**config.mk**
```make
export PLATFORM = sky130hd
export DESIGN_NAME = flash_segment_controller
export DESIGN_NICKNAME = d
export VERILOG_FILES = /design/src/shared/fsc_pkg.sv /design/src/shared/fsc_seg_if.sv /design/src/hw/fsc_seg_decode.sv /design/src/hw/flash_segment_controller.sv
export SDC_FILE = /design/constraint.sdc
export NUM_CORES = 1
export LEC_CHECK = 0
export BUFFER_PORTS_ARGS = -buffer_cell sky130_fd_sc_hd__buf_2
export CORE_MARGIN = 2
export CORE_UTILIZATION = 49
export DETAILED_ROUTE_END_ITERATION = 16
export PLACE_DENSITY = 0.8
export SYNTH_ARGS = -nofsm -noshare
export SYNTH_HDL_FRONTEND = slang
export SYNTH_HIERARCHICAL = 1
export SYNTH_SLANG_ARGS = --single-unit
export TNS_END_PERCENT = 5
```
**constraint.sdc**
```tcl
create_clock -name core_clk -period 3.1 [get_ports core_clk]
set_input_delay 0.465 -clock core_clk [delete_from_list [all_inputs] [get_ports core_clk]]
set_output_delay 0.465 -clock core_clk [all_outputs]
set_load 0.03 [all_outputs]
```
**src/shared/fsc_pkg.sv**
```systemverilog
// constants and types for the flash segment controller
// assumes a 16-bit byte address space and a 50 MHz core clock
package fsc_pkg;

    ////////////////////////////////////////////////////////////////////////
    // timing: figures in ns, counts derived from the clock period
    localparam int FSC_CLK_PERIOD_NS = 20;
    localparam int FSC_PROG_TIME_NS = 100;
    localparam int FSC_ERASE_TIME_NS = 1000;
    // least times, so round up to whole cycles
    localparam logic [7:0] FSC_PROG_CYC =
        8'((FSC_PROG_TIME_NS + FSC_CLK_PERIOD_NS - 1) / FSC_CLK_PERIOD_NS);
    localparam logic [7:0] FSC_ERASE_CYC =
        8'((FSC_ERASE_TIME_NS + FSC_CLK_PERIOD_NS - 1) / FSC_CLK_PERIOD_NS);

    ////////////////////////////////////////////////////////////////////////
    // array geometry
    localparam logic [15:0] FSC_MAIN_BASE = 16'h8000;
    localparam logic [15:0] FSC_MAIN_SEG_MASK = 16'hFE00; // 512-byte segments
    localparam logic [15:0] FSC_INFO_BASE = 16'h1000;
    localparam logic [15:0] FSC_INFO_TOP = 16'h10FF;
    localparam logic [15:0] FSC_INFO_SEG_MASK = 16'hFFC0; // 64-byte segments
    localparam int FSC_INFO_IDX_LSB = 6;
    localparam logic [1:0] FSC_INFO_SEG_A = 2'h3;
    localparam logic [15:0] FSC_CAL_BASE = 16'h10F8;
    localparam logic [3:0] FSC_INFO_ALL = 4'hF;
    localparam logic [3:0] FSC_INFO_NOT_A = 4'h7;

    ////////////////////////////////////////////////////////////////////////
    // control key and reset values
    localparam logic [7:0] FSC_KEY_PASS = 8'hA5; // arbitrary value
    localparam logic FSC_RST_LOCK = 1'b1;
    localparam logic FSC_RST_FLAG = 1'b0;
    localparam logic [1:0] FSC_WMASK_LO = 2'h1;
    localparam logic [1:0] FSC_WMASK_HI = 2'h2;
    localparam logic [1:0] FSC_WMASK_WORD = 2'h3;

    // request sources
    localparam logic [1:0] FSC_SRC_CPU = 2'h0;
    localparam logic [1:0] FSC_SRC_TEST = 2'h1;
    localparam logic [1:0] FSC_SRC_BOOT = 2'h2;

    typedef enum logic [2:0] {
        FSC_OP_BYTE = 3'h0,
        FSC_OP_WORD = 3'h1,
        FSC_OP_SEG = 3'h2,
        FSC_OP_MAIN = 3'h3,
        FSC_OP_ALL = 3'h4
    } fsc_op_t;

    typedef enum logic [1:0] {
        FSC_IDLE = 2'h0,
        FSC_RUN = 2'h1,
        FSC_DONE = 2'h3
    } fsc_state_t;

endpackage

```
**src/shared/fsc_seg_if.sv**
```systemverilog
// address decode carrier between the controller and its segment decoder
// assumes both ends run combinationally in the core clock domain
`timescale 1ns/100ps
interface fsc_seg_if;
    logic [15:0] addr;
    logic in_main;
    logic in_info;
    logic is_seg_a;
    logic is_cal;
    logic [1:0] info_idx;
    logic [15:0] seg_base;

    modport dec (input addr, output in_main, in_info, is_seg_a, is_cal, info_idx, seg_base);
    modport user (output addr, input in_main, in_info, is_seg_a, is_cal, info_idx, seg_base);
endinterface

```
**src/hw/fsc_seg_decode.sv**
```systemverilog
// segment decoder: classifies a byte address into array regions
// assumes the caller drives addr and reads the results in the same cycle
`timescale 1ns/100ps
module fsc_seg_decode
    import fsc_pkg::*;
(
    fsc_seg_if.dec seg
);

    // region and segment classification, purely combinational
    always_comb begin
        seg.in_main = (seg.addr >= FSC_MAIN_BASE);
        seg.in_info = (seg.addr >= FSC_INFO_BASE) && (seg.addr <= FSC_INFO_TOP);
        seg.info_idx = seg.addr[FSC_INFO_IDX_LSB +: 2];
        seg.is_seg_a = seg.in_info && (seg.info_idx == FSC_INFO_SEG_A); // [RULE3]
        // top eight bytes of the info area hold the oscillator trims
        seg.is_cal = (seg.addr >= FSC_CAL_BASE) && (seg.addr <= FSC_INFO_TOP); // [RULE8]
        if (seg.in_main) begin
            seg.seg_base = seg.addr & FSC_MAIN_SEG_MASK; // [RULE2]
        end else begin
            seg.seg_base = seg.addr & FSC_INFO_SEG_MASK; // [RULE3]
        end
    end

endmodule

```
**src/hw/flash_segment_controller.sv**
```systemverilog
// flash segment controller: program and erase sequencing for the array
// assumes requesters and the array strobes share core_clk; no pin inputs
//
// Operation
// [RULE1] Each program request writes exactly one byte or one 16-bit word.
// [RULE2] The main array is cut into 512-byte segments and a segment erase clears one.
// [RULE3] The info area has four 64-byte segments, A to D, each erasable alone.
// [RULE4] All main segments can be erased in one mass erase, or any one on its own.
// [RULE5] Info segments erase singly or together with the whole main array.
// [RULE6] After reset segment A refuses program and erase until unlocked; others unaffected.
// [RULE7] Software wanting the factory trims should not erase segment A after unlocking.
// [RULE8] Segment A holds the oscillator trim bytes in the top eight info addresses.
// [RULE9] The array is reachable from the test port, the boot loader and the CPU.
// [RULE10] An illegal access sets a sticky violation flag raising the NMI when enabled.
// [RULE11] A control write with a bad key requests a system reset and sets the watchdog flag.
// [RULE12] While an operation runs the block reports busy and refuses new requests.
`timescale 1ns/100ps
module flash_segment_controller
    import fsc_pkg::*;
(
    input wire logic core_clk,
    input wire logic reset_n,
    input wire logic por_n,
    input wire logic clk_en,
    input wire logic req_valid,
    output logic req_ready,
    input wire logic [2:0] req_op,
    input wire logic [1:0] req_src,
    input wire logic [15:0] req_addr,
    input wire logic [15:0] req_wdata,
    input wire logic ctrl_wr,
    input wire logic [7:0] ctrl_key,
    input wire logic ctrl_seg_a_unlock,
    input wire logic access_violation_irq_enable,
    input wire logic access_violation_clr,
    input wire logic watchdog_flag_clr,
    output logic busy,
    output logic done,
    output logic seg_a_locked,
    output logic access_violation_flag,
    output logic nmi_req,
    output logic watchdog_reset_flag,
    output logic key_violation_flag,
    output logic sys_reset_req,
    output logic arr_prog,
    output logic arr_erase_main,
    output logic [3:0] arr_erase_info,
    output logic arr_erase_seg,
    output logic [15:0] arr_addr,
    output logic [15:0] arr_wdata,
    output logic [1:0] arr_wmask,
    output logic [1:0] op_src,
    output logic op_hits_cal
);

    fsc_state_t state_r, state_nxt;
    logic [7:0] cnt_r, cnt_nxt;
    logic prog_r, prog_nxt;
    logic emain_r, emain_nxt;
    logic [3:0] einfo_r, einfo_nxt;
    logic eseg_r, eseg_nxt;
    logic [15:0] addr_r, addr_nxt;
    logic [15:0] wdata_r, wdata_nxt;
    logic [1:0] wmask_r, wmask_nxt;
    logic [1:0] src_r, src_nxt;
    logic cal_r, cal_nxt;
    logic lock_r, lock_nxt;
    logic acc_r, acc_nxt;
    logic rstreq_r, rstreq_nxt;
    logic wdt_r, wdt_nxt;
    logic key_violation_flag_r, key_violation_flag_nxt;
    logic legal;
    logic viol_evt;
    logic key_bad;
    logic a_blocked;

    fsc_seg_if seg ();

    fsc_seg_decode u_dec (
        .seg(seg)
    );

    assign seg.addr = req_addr;

    ////////////////////////////////////////////////////////////////////////
    // request legality
    always_comb begin
        a_blocked = seg.is_seg_a && lock_r; // [RULE6]
        case (req_op)
            FSC_OP_BYTE: legal = (seg.in_main || seg.in_info) && !a_blocked; // [RULE1]
            FSC_OP_WORD: legal = (seg.in_main || seg.in_info) && !a_blocked && !req_addr[0];
            FSC_OP_SEG: legal = (seg.in_main || seg.in_info) && !a_blocked; // [RULE4]
            FSC_OP_MAIN: legal = 1'b1; // [RULE4]
            FSC_OP_ALL: legal = 1'b1; // [RULE5]
            default: legal = 1'b0;
        endcase
        // any source may ask; the source only tags the operation
        // a request while busy is an illegal access, not a queued one
        viol_evt = req_valid && ((state_r != FSC_IDLE) || !legal); // [RULE10] [RULE12]
        key_bad = ctrl_wr && (ctrl_key != FSC_KEY_PASS); // [RULE11]
    end

    assign req_ready = (state_r == FSC_IDLE); // [RULE12]
    assign busy = (state_r != FSC_IDLE); // [RULE12]
    assign done = (state_r == FSC_DONE);

    ////////////////////////////////////////////////////////////////////////
    // operation sequencer: next values
    always_comb begin
        state_nxt = state_r;
        cnt_nxt = cnt_r;
        prog_nxt = prog_r;
        emain_nxt = emain_r;
        einfo_nxt = einfo_r;
        eseg_nxt = eseg_r;
        addr_nxt = addr_r;
        wdata_nxt = wdata_r;
        wmask_nxt = wmask_r;
        src_nxt = src_r;
        cal_nxt = cal_r;
        case (state_r)
            FSC_IDLE: begin
                if (req_valid && legal) begin
                    state_nxt = FSC_RUN;
                    addr_nxt = req_addr;
                    wdata_nxt = req_wdata;
                    src_nxt = req_src; // [RULE9]
                    cal_nxt = seg.is_cal; // [RULE8]
                    wmask_nxt = 2'h0;
                    cnt_nxt = FSC_ERASE_CYC - 8'h01;
                    case (req_op)
                        FSC_OP_BYTE: begin
                            prog_nxt = 1'b1;
                            // one lane only, chosen by the low address bit
                            wmask_nxt = req_addr[0] ? FSC_WMASK_HI : FSC_WMASK_LO; // [RULE1]
                            cnt_nxt = FSC_PROG_CYC - 8'h01;
                        end
                        FSC_OP_WORD: begin
                            prog_nxt = 1'b1;
                            wmask_nxt = FSC_WMASK_WORD; // [RULE1]
                            cnt_nxt = FSC_PROG_CYC - 8'h01;
                        end
                        FSC_OP_SEG: begin
                            addr_nxt = seg.seg_base; // [RULE2]
                            cal_nxt = seg.is_seg_a;
                            if (seg.in_main) begin
                                eseg_nxt = 1'b1; // [RULE4]
                            end else begin
                                einfo_nxt = 4'(4'h1 << seg.info_idx); // [RULE3] [RULE5]
                            end
                        end
                        FSC_OP_MAIN: begin
                            emain_nxt = 1'b1; // [RULE4]
                            cal_nxt = 1'b0;
                        end
                        default: begin
                            emain_nxt = 1'b1;
                            // a locked segment A sits out the group erase
                            einfo_nxt = lock_r ? FSC_INFO_NOT_A : FSC_INFO_ALL; // [RULE5] [RULE6]
                            cal_nxt = !lock_r;
                        end
                    endcase
                end
            end
            FSC_RUN: begin
                if (cnt_r == 8'h00) begin
                    state_nxt = FSC_DONE;
                    prog_nxt = 1'b0;
                    emain_nxt = 1'b0;
                    einfo_nxt = 4'h0;
                    eseg_nxt = 1'b0;
                end else begin
                    cnt_nxt = cnt_r - 8'h01;
                end
            end
            FSC_DONE: state_nxt = FSC_IDLE;
            default: state_nxt = FSC_IDLE;
        endcase
    end

    // sequencer registers; clk_en low freezes everything
    always_ff @(posedge core_clk) begin
        if (!reset_n) begin
            state_r <= FSC_IDLE;
            cnt_r <= 8'h00;
            prog_r <= 1'b0;
            emain_r <= 1'b0;
            einfo_r <= 4'h0;
            eseg_r <= 1'b0;
            addr_r <= 16'h0000;
            wdata_r <= 16'h0000;
            wmask_r <= 2'h0;
            src_r <= FSC_SRC_CPU;
            cal_r <= 1'b0;
        end else if (clk_en) begin
            state_r <= state_nxt;
            cnt_r <= cnt_nxt;
            prog_r <= prog_nxt;
            emain_r <= emain_nxt;
            einfo_r <= einfo_nxt;
            eseg_r <= eseg_nxt;
            addr_r <= addr_nxt;
            wdata_r <= wdata_nxt;
            wmask_r <= wmask_nxt;
            src_r <= src_nxt;
            cal_r <= cal_nxt;
        end
    end

    ////////////////////////////////////////////////////////////////////////
    // lock, violation and key flags: next values, set wins over clear
    always_comb begin
        lock_nxt = lock_r;
        if (ctrl_wr && !key_bad) begin
            lock_nxt = !ctrl_seg_a_unlock; // [RULE6]
        end
        acc_nxt = (acc_r && !access_violation_clr) || viol_evt; // [RULE10]
        rstreq_nxt = key_bad; // [RULE11]
        wdt_nxt = (wdt_r && !watchdog_flag_clr) || key_bad; // [RULE11]
        key_violation_flag_nxt = (key_violation_flag_r && !watchdog_flag_clr) || key_bad;
    end

    // lock comes back on every reset, so segment A starts protected
    always_ff @(posedge core_clk) begin
        if (!reset_n) begin
            lock_r <= FSC_RST_LOCK; // [RULE6]
            acc_r <= FSC_RST_FLAG;
            rstreq_r <= FSC_RST_FLAG;
        end else if (clk_en) begin
            lock_r <= lock_nxt;
            acc_r <= acc_nxt;
            rstreq_r <= rstreq_nxt;
        end
    end

    // reset-cause flags live on power-on reset, else the reset they cause wipes them
    always_ff @(posedge core_clk) begin
        if (!por_n) begin
            wdt_r <= FSC_RST_FLAG;
            key_violation_flag_r <= FSC_RST_FLAG;
        end else if (clk_en) begin
            wdt_r <= wdt_nxt;
            key_violation_flag_r <= key_violation_flag_nxt;
        end
    end

    ////////////////////////////////////////////////////////////////////////
    // outputs
    assign nmi_req = acc_r && access_violation_irq_enable; // [RULE10]
    assign seg_a_locked = lock_r;
    assign access_violation_flag = acc_r;
    assign sys_reset_req = rstreq_r;
    assign watchdog_reset_flag = wdt_r;
    assign key_violation_flag = key_violation_flag_r;
    assign arr_prog = prog_r;
    assign arr_erase_main = emain_r;
    assign arr_erase_info = einfo_r;
    assign arr_erase_seg = eseg_r;
    assign arr_addr = addr_r;
    assign arr_wdata = wdata_r;
    assign arr_wmask = wmask_r;
    assign op_src = src_r;
    assign op_hits_cal = cal_r; // [RULE8]

endmodule

```
# After elaboration in Yosys (flattened, before gate mapping)

Cells that the tools add are included.

Shift-type cells: 1
Order comparisons: 4
Reductions and logical operators: 45
Equality and inequality tests: 17
Multiplexer cells: 30
Add/sub/neg operators: 1

Operator list:

| cell                                                                                  | count |
|---|---|
| 16-bit by 13-bit greater-or-equal comparator with 1-bit output, second input constant | 2 |
| 9-bit two-way mux                                                                     | 2 |
| 16-bit greater-or-equal comparator, second input constant                             | 1 |
| 16-bit by 13-bit less-or-equal comparator with 1-bit output, second input constant    | 1 |
| 4-bit two-way mux                                                                     | 4 |
| 8-bit two-way mux                                                                     | 2 |
| 4-bit case mux with 2 select lines                                                    | 2 |
| 8-bit case mux with 2 select lines                                                    | 1 |
| 1-bit logical AND                                                                     | 14 |
| 6-bit AND reduction                                                                   | 2 |
| 2-bit != test, second input constant                                                  | 5 |
| 5-bit AND reduction                                                                   | 2 |
| 1-bit zero test                                                                       | 8 |
| 8-bit zero test                                                                       | 1 |
| 1-bit two-way mux                                                                     | 8 |
| 8-bit != test, second input constant                                                  | 1 |
| 2-bit case mux with 2 select lines                                                    | 2 |
| 8-bit by 1-bit subtractor with 8-bit output, second input constant                    | 1 |
| 3-bit by 2-bit equality test with 1-bit output, second input constant                 | 2 |
| 2-bit two-way mux                                                                     | 3 |
| 6-bit two-way mux                                                                     | 1 |
| 2-bit by 1-bit != test with 1-bit output, second input constant                       | 3 |
| 1-bit case mux with 2 select lines                                                    | 3 |
| 1-bit case mux with 3 select lines                                                    | 2 |
| other kinds (15)                                                                      | 25 |

Output and inout port bits: 53
Register bits: 59
Input bits: 55

# Logic depth before layout (Yosys ltp)

Depth after elaboration: 12
Gate-level depth with buffers: 9

# Modules after synthesis

Netlist, hierarchy kept.

By module, submodules not included:

| module                   | times used | area an instance (µm²) | cells an instance | sequential area each (µm²) |
|---|---|---|---|---|
| flash_segment_controller | 1          | 2637.5                 | 311               | 1181.1 |
| fsc_seg_decode           | 1          | 190.2                  | 27                | 0.0 |

# Worst setup path after synthesis

Ideal clock, no wire load.

Kind: input port to flip-flop
Start: input port req_addr[13]
End: register emain_r, in the netlist arr_erase_main
Arrival: 2.238 ns
Setup time: 0.114 ns
Path slack: 0.747 ns
Stages: 9
Cell sequence: or4b_1 > nor3_1 > o2bb2ai_1 > o21ai_1 > and3_1 > buf_4 > buf_2 > a21oi_1 > nor2_1

Longest elaborated chain between the ends: 11
Elaborated cells on any way between the ends: 14

Ends and longest elaborated chain:

| what                                                                                                                                          | line                                                                                           | RTL |
|---|---|---|
| from (decl)                                                                                                                                   | flash_segment_controller.sv:29                                                                 | `input wire logic [15:0] req_addr,` |
| 16-bit by 13-bit greater-or-equal comparator with 1-bit output or 16-bit by 13-bit less-or-equal comparator with 1-bit output (tied branches) | fsc_seg_decode.sv:13                                                                           | `seg.in_info = (seg.addr >= FSC_INFO_BASE) && (seg.addr <= FSC_INFO_TOP);` |
| 1-bit logical AND *                                                                                                                           | fsc_seg_decode.sv:13                                                                           |  |
| 1-bit logical AND *                                                                                                                           | fsc_seg_decode.sv:15                                                                           | `seg.is_seg_a = seg.in_info && (seg.info_idx == FSC_INFO_SEG_A);` |
| via seg.is_seg_a                                                                                                                              | fsc_seg_if.sv:8                                                                                | `logic is_seg_a;` |
| 1-bit logical AND *                                                                                                                           | flash_segment_controller.sv:88                                                                 | `a_blocked = seg.is_seg_a && lock_r;` |
| 1-bit zero test *                                                                                                                             | flash_segment_controller.sv:90, flash_segment_controller.sv:91, flash_segment_controller.sv:92 |  |
| 1-bit logical AND *                                                                                                                           | flash_segment_controller.sv:90, flash_segment_controller.sv:91, flash_segment_controller.sv:92 |  |
| 1-bit logical AND                                                                                                                             | flash_segment_controller.sv:91                                                                 | `FSC_OP_WORD: legal = (seg.in_main \|\| seg.in_info) && !a_blocked && !req_addr[0];` |
| 1-bit case mux with 3 select lines *                                                                                                          | flash_segment_controller.sv:89                                                                 | `case (req_op)` |
| 1-bit logical AND *                                                                                                                           | flash_segment_controller.sv:123                                                                | `if (req_valid && legal) begin` |
| 2-bit by 1-bit != test with 1-bit output (no line) *                                                                                          | -                                                                                              |  |
| 5-bit AND reduction (no line) *                                                                                                               | -                                                                                              |  |
| to (signal assigned)                                                                                                                          | flash_segment_controller.sv:199                                                                | `emain_r <= emain_nxt;` |
| to (decl)                                                                                                                                     | flash_segment_controller.sv:59                                                                 | `logic emain_r, emain_nxt;` |

Mark *: on every way through the listed nets, which the timed path passes. The rest lies on a longest branch.
A chain may end at the register's enable or synchronous reset.

# Final worst setup path

Start: input port req_addr[13]
End: register addr_r[8], in the netlist arr_addr[8]

Longest elaborated chain between the ends: 10
Elaborated cells on any way between the ends: 15

Ends and longest elaborated chain:

| what                                                                                                                                          | line                                                                                           | RTL |
|---|---|---|
| 16-bit by 13-bit greater-or-equal comparator with 1-bit output or 16-bit by 13-bit less-or-equal comparator with 1-bit output (tied branches) | fsc_seg_decode.sv:13                                                                           |  |
| 1-bit logical AND *                                                                                                                           | fsc_seg_decode.sv:13                                                                           |  |
| via seg.in_info                                                                                                                               | fsc_seg_if.sv:7                                                                                | `logic in_info;` |
| 1-bit logical AND                                                                                                                             | fsc_seg_decode.sv:15                                                                           |  |
| 1-bit logical AND                                                                                                                             | flash_segment_controller.sv:88                                                                 |  |
| 1-bit zero test                                                                                                                               | flash_segment_controller.sv:90, flash_segment_controller.sv:91, flash_segment_controller.sv:92 |  |
| 1-bit logical AND *                                                                                                                           | flash_segment_controller.sv:90, flash_segment_controller.sv:91, flash_segment_controller.sv:92 |  |
| 1-bit logical AND                                                                                                                             | flash_segment_controller.sv:91                                                                 |  |
| 1-bit case mux with 3 select lines *                                                                                                          | flash_segment_controller.sv:89                                                                 |  |
| 1-bit logical AND *                                                                                                                           | flash_segment_controller.sv:123                                                                |  |
| 3-bit AND reduction (no line) *                                                                                                               | -                                                                                              |  |
| to (signal assigned)                                                                                                                          | flash_segment_controller.sv:202                                                                | `addr_r <= addr_nxt;` |
| to (decl)                                                                                                                                     | flash_segment_controller.sv:62                                                                 | `logic [15:0] addr_r, addr_nxt;` |

Marked as above.

==> summary.md <==
| Metric | Value |
|---|---|
| Synth top area share | `41.77%` |
| Largest cells by area after synthesis | `dfxtp_1, nand2_1, mux2i_1` |
| Vias per std cell | `5.276` |
| Worst Path Max Fanout | `30` |
| Final Setup Violations | `0` |
| Root buffer cell | `clkbuf_8` |
| Unrepaired setup endpoints after global routing | `no` |
| Die Ht | `79.97 um` |
| Top Ports | `108` |
| TritonCTS clock tree | `yes` |
| Main flop type after synthesis | `dfxtp_1` |
| Wire per inst | `13.48 um` |
| Max cap viols | `0` |
| Crit-path cells | `buf_2 > or4b_1 > nor2_1 > o2bb2ai_1 > o21ai_1 > and3_2 > buf_12 > nor2_1 > a211oi_1` |
| Final Skew | `6.985 ps` |
| WP data arrival | `2710 ps` |
| Via count | `2691` |
| Initial core utilization | `51.04%` |
| Ant. Diodes | `0` |
| Worst rel slew slack | `65.81%` |
| Later-pin clock latency in the skew report | `340 ps` |
| Post-CTS sizing | `0` |
| DRT iter0 DRCs | `136` |
| Post-route clock period utilization | `79.59%` |
| DRC | `0` |
| # hold bufs at CTS | `0` |
| Setup Buffers After CTS | `0` |
| Ys async rst share | `0%` |
| P per Cell Area | `532.5 nW/um^2` |
| Synth unique cells | `56` |
| Post-synth EDFFs | `0` |
| Clock sink total | `59` |
| Hold WC Path Type | `in2reg` |
| Final hold violation count | `0` |
| Period minus WS final | `2467 ps` |
| Slowest CP cell | `and3_2` |
| Post-synthesis sequential area ratio | `41.77%` |
| Post-DP HPWL | `5047 um` |
| GR Overflow Total | `0` |
| Row cnt | `27` |
| Max H-tree Level | `3` |
| Chip Width | `79.97 um` |
| Startpoint types | `primary input` |
| Drt total wl | `6875 um` |
| Count leader, synth | `dfxtp_1` |
| Max-slew violation count | `0` |
| Mean Syn Cell Area | `8.366 sq um` |
| Commonest cells post-synth | `dfxtp_1, nand2_1, a21oi_1` |
| Final net count | `489` |
| CP Class | `in2reg` |
| CTS clock-pin slew for the worst setup and hold paths | `70 ps` |
| F_max | `405.3 MHz` |
| Area delta synth->final | `25.97%` |
| TritonCTS Buffers | `9` |
| Status | `complete, no violations` |
| CP max stage delay | `600 ps` |
| CORE AREA | `5540 sq um` |
| Worst endpoint required time | `3340 ps` |
| Vias in the first global route | `2458` |
| Synthesized area | `2828 sq um` |
| Post-DRT Antenna Nets | `0` |
| Initial antenna violation count | `0` |
| Pre-CTS setup slack | `315.8 ps` |
| GP Congestion | `0.8354` |
| Pre-antenna DRT Iters | `5` |
| Reg2Reg Depth | `6` |
| Cell taking the most area after synthesis | `dfxtp_1` |
| Crit path top cell by count | `nor2_1` |
| Post-route worst setup slack | `632.7 ps` |
| Global-route wire length before repair | `11130 um` |
| Die area | `6394 sq um` |
| Share of cells above drive strength 1 | `30.82%` |
| GRT Util Overall | `22.09%` |
| Worst slew pin tran | `512.9 ps` |
| Leakage | `1.596 nW` |
| Final core utilization | `64.30%` |
| Post-Syn Instances | `338` |
| CTS Buffer Depth | `2` |
| Hold depth | `2` |
| Pin count of the biggest net entering global routing | `31` |
| Total negative slack | `0 ps` |
| Max rail drop VDD | `0.0002904 V` |
| Crit. End Element | `register` |
| # port buffers | `107` |
| Worst Hold Slack | `350.5 ps` |
| Yosys reg bits | `59` |
| Yosys warns | `6` |
## metal layers
layer | wire length [um] | vias to the layer above | share of wire, % | GRT usage, %
met3 | 507 | 14 | 7.4 | 5.543
met5 | 0 | - | 0 | 0
li1 | - | 1359 | - | -
met2 | 3224 | 93 | 47 | 36.42
met1 | 3031 | 1225 | 44 | 27.30
met4 | 110 | 0 | 1.6 | 9.322
## registers in the layout, indices dropped and copies added, names as in the netlist
register and cells:
arr_addr 16, arr_wdata 16, cnt_r 8, arr_erase_info 4
arr_wmask 2, op_src 2, state_r 2, access_violation_flag 1
arr_erase_main 1, arr_erase_seg 1, arr_prog 1, key_violation_flag 1
op_hits_cal 1, seg_a_locked 1, sys_reset_req 1, watchdog_reset_flag 1
## power breakdown
| part | leakage, nW | switching [mW] | internal, mW |
|---|---|---|---|
| logic | 1.00 | 0.183 | 0.109 |
| clock network | 0.114 | 0.334 | 0.459 |
| registers | 0.480 | 0.0217 | 0.790 |
## stage by stage
stage / std cells / cell area (sq um) / total power, mW
2_1_floorplan: 343 / 2846 / 1.030
3_3_place_gp: 494 / 3338 / 1.114
3_5_place_dp: 494 / 3338 / 1.121
4_1_cts: 510 / 3562 / 1.906
5_1_grt: 510 / 3562 / 1.966
6_report: 510 / 3562 / 1.897
## cell families after synthesis
logic type | after synthesis | synth area share (%)
xor gates and xnor gates | 4 | 1.239
muxes | 21 | 7.434
buffers and inverters | 43 | 8.186
and+or+nand+nor | 128 | 22.08
other | 1 | 0.1326
DFF | 59 | 41.77
adders and majority gates | 1 | 0.4424
AOI/OAI and AO/OA | 81 | 18.72
## path summary, 6_finish.rpt
check,startpoint,endpoint,slack [ps]
worst min-delay path,por_n,watchdog_reset_flag,350
worst min register to register,arr_wdata[10],arr_wdata[10],460
worst max-delay path,req_addr[13],arr_addr[8],630
worst max register to register,state_r[1],arr_addr[8],950
## cell type report
| type | count | area, sq um |
|---|---|---|
| clock inverters | 7 | 100.1 |
| fillers | 477 | 1978 |
| inverters | 9 | 33.78 |
| flip-flops and latches | 59 | 1181 |
| multi-input cells | 241 | 1440 |
| well taps | 72 | 90.09 |
| repair buffers | 113 | 593.1 |
| clock buffers | 9 | 123.9 |
## critical path, delay by kind of cell
kind,cells,cell delay [ps]
simple gates,4,1360
buf+inv,2,350
compound gates,3,510
## cell usage in the layout (no fill, tap or decap), drive strengths merged, types with 3 or more instances in the layout
master	synthesis	final
a211oi	18	18
a21oi	35	35
and2	3	3
buf	25	113
clkbuf	9	9
clkinv	1	4
conb	1	6
dfxtp	59	59
inv	8	10
mux2i	21	21
nand2	57	57
nand3	8	8
nor2	27	27
nor2b	8	8
nor4bb	3	3
o21ai	10	10
(Power assumes the default switching activity.)
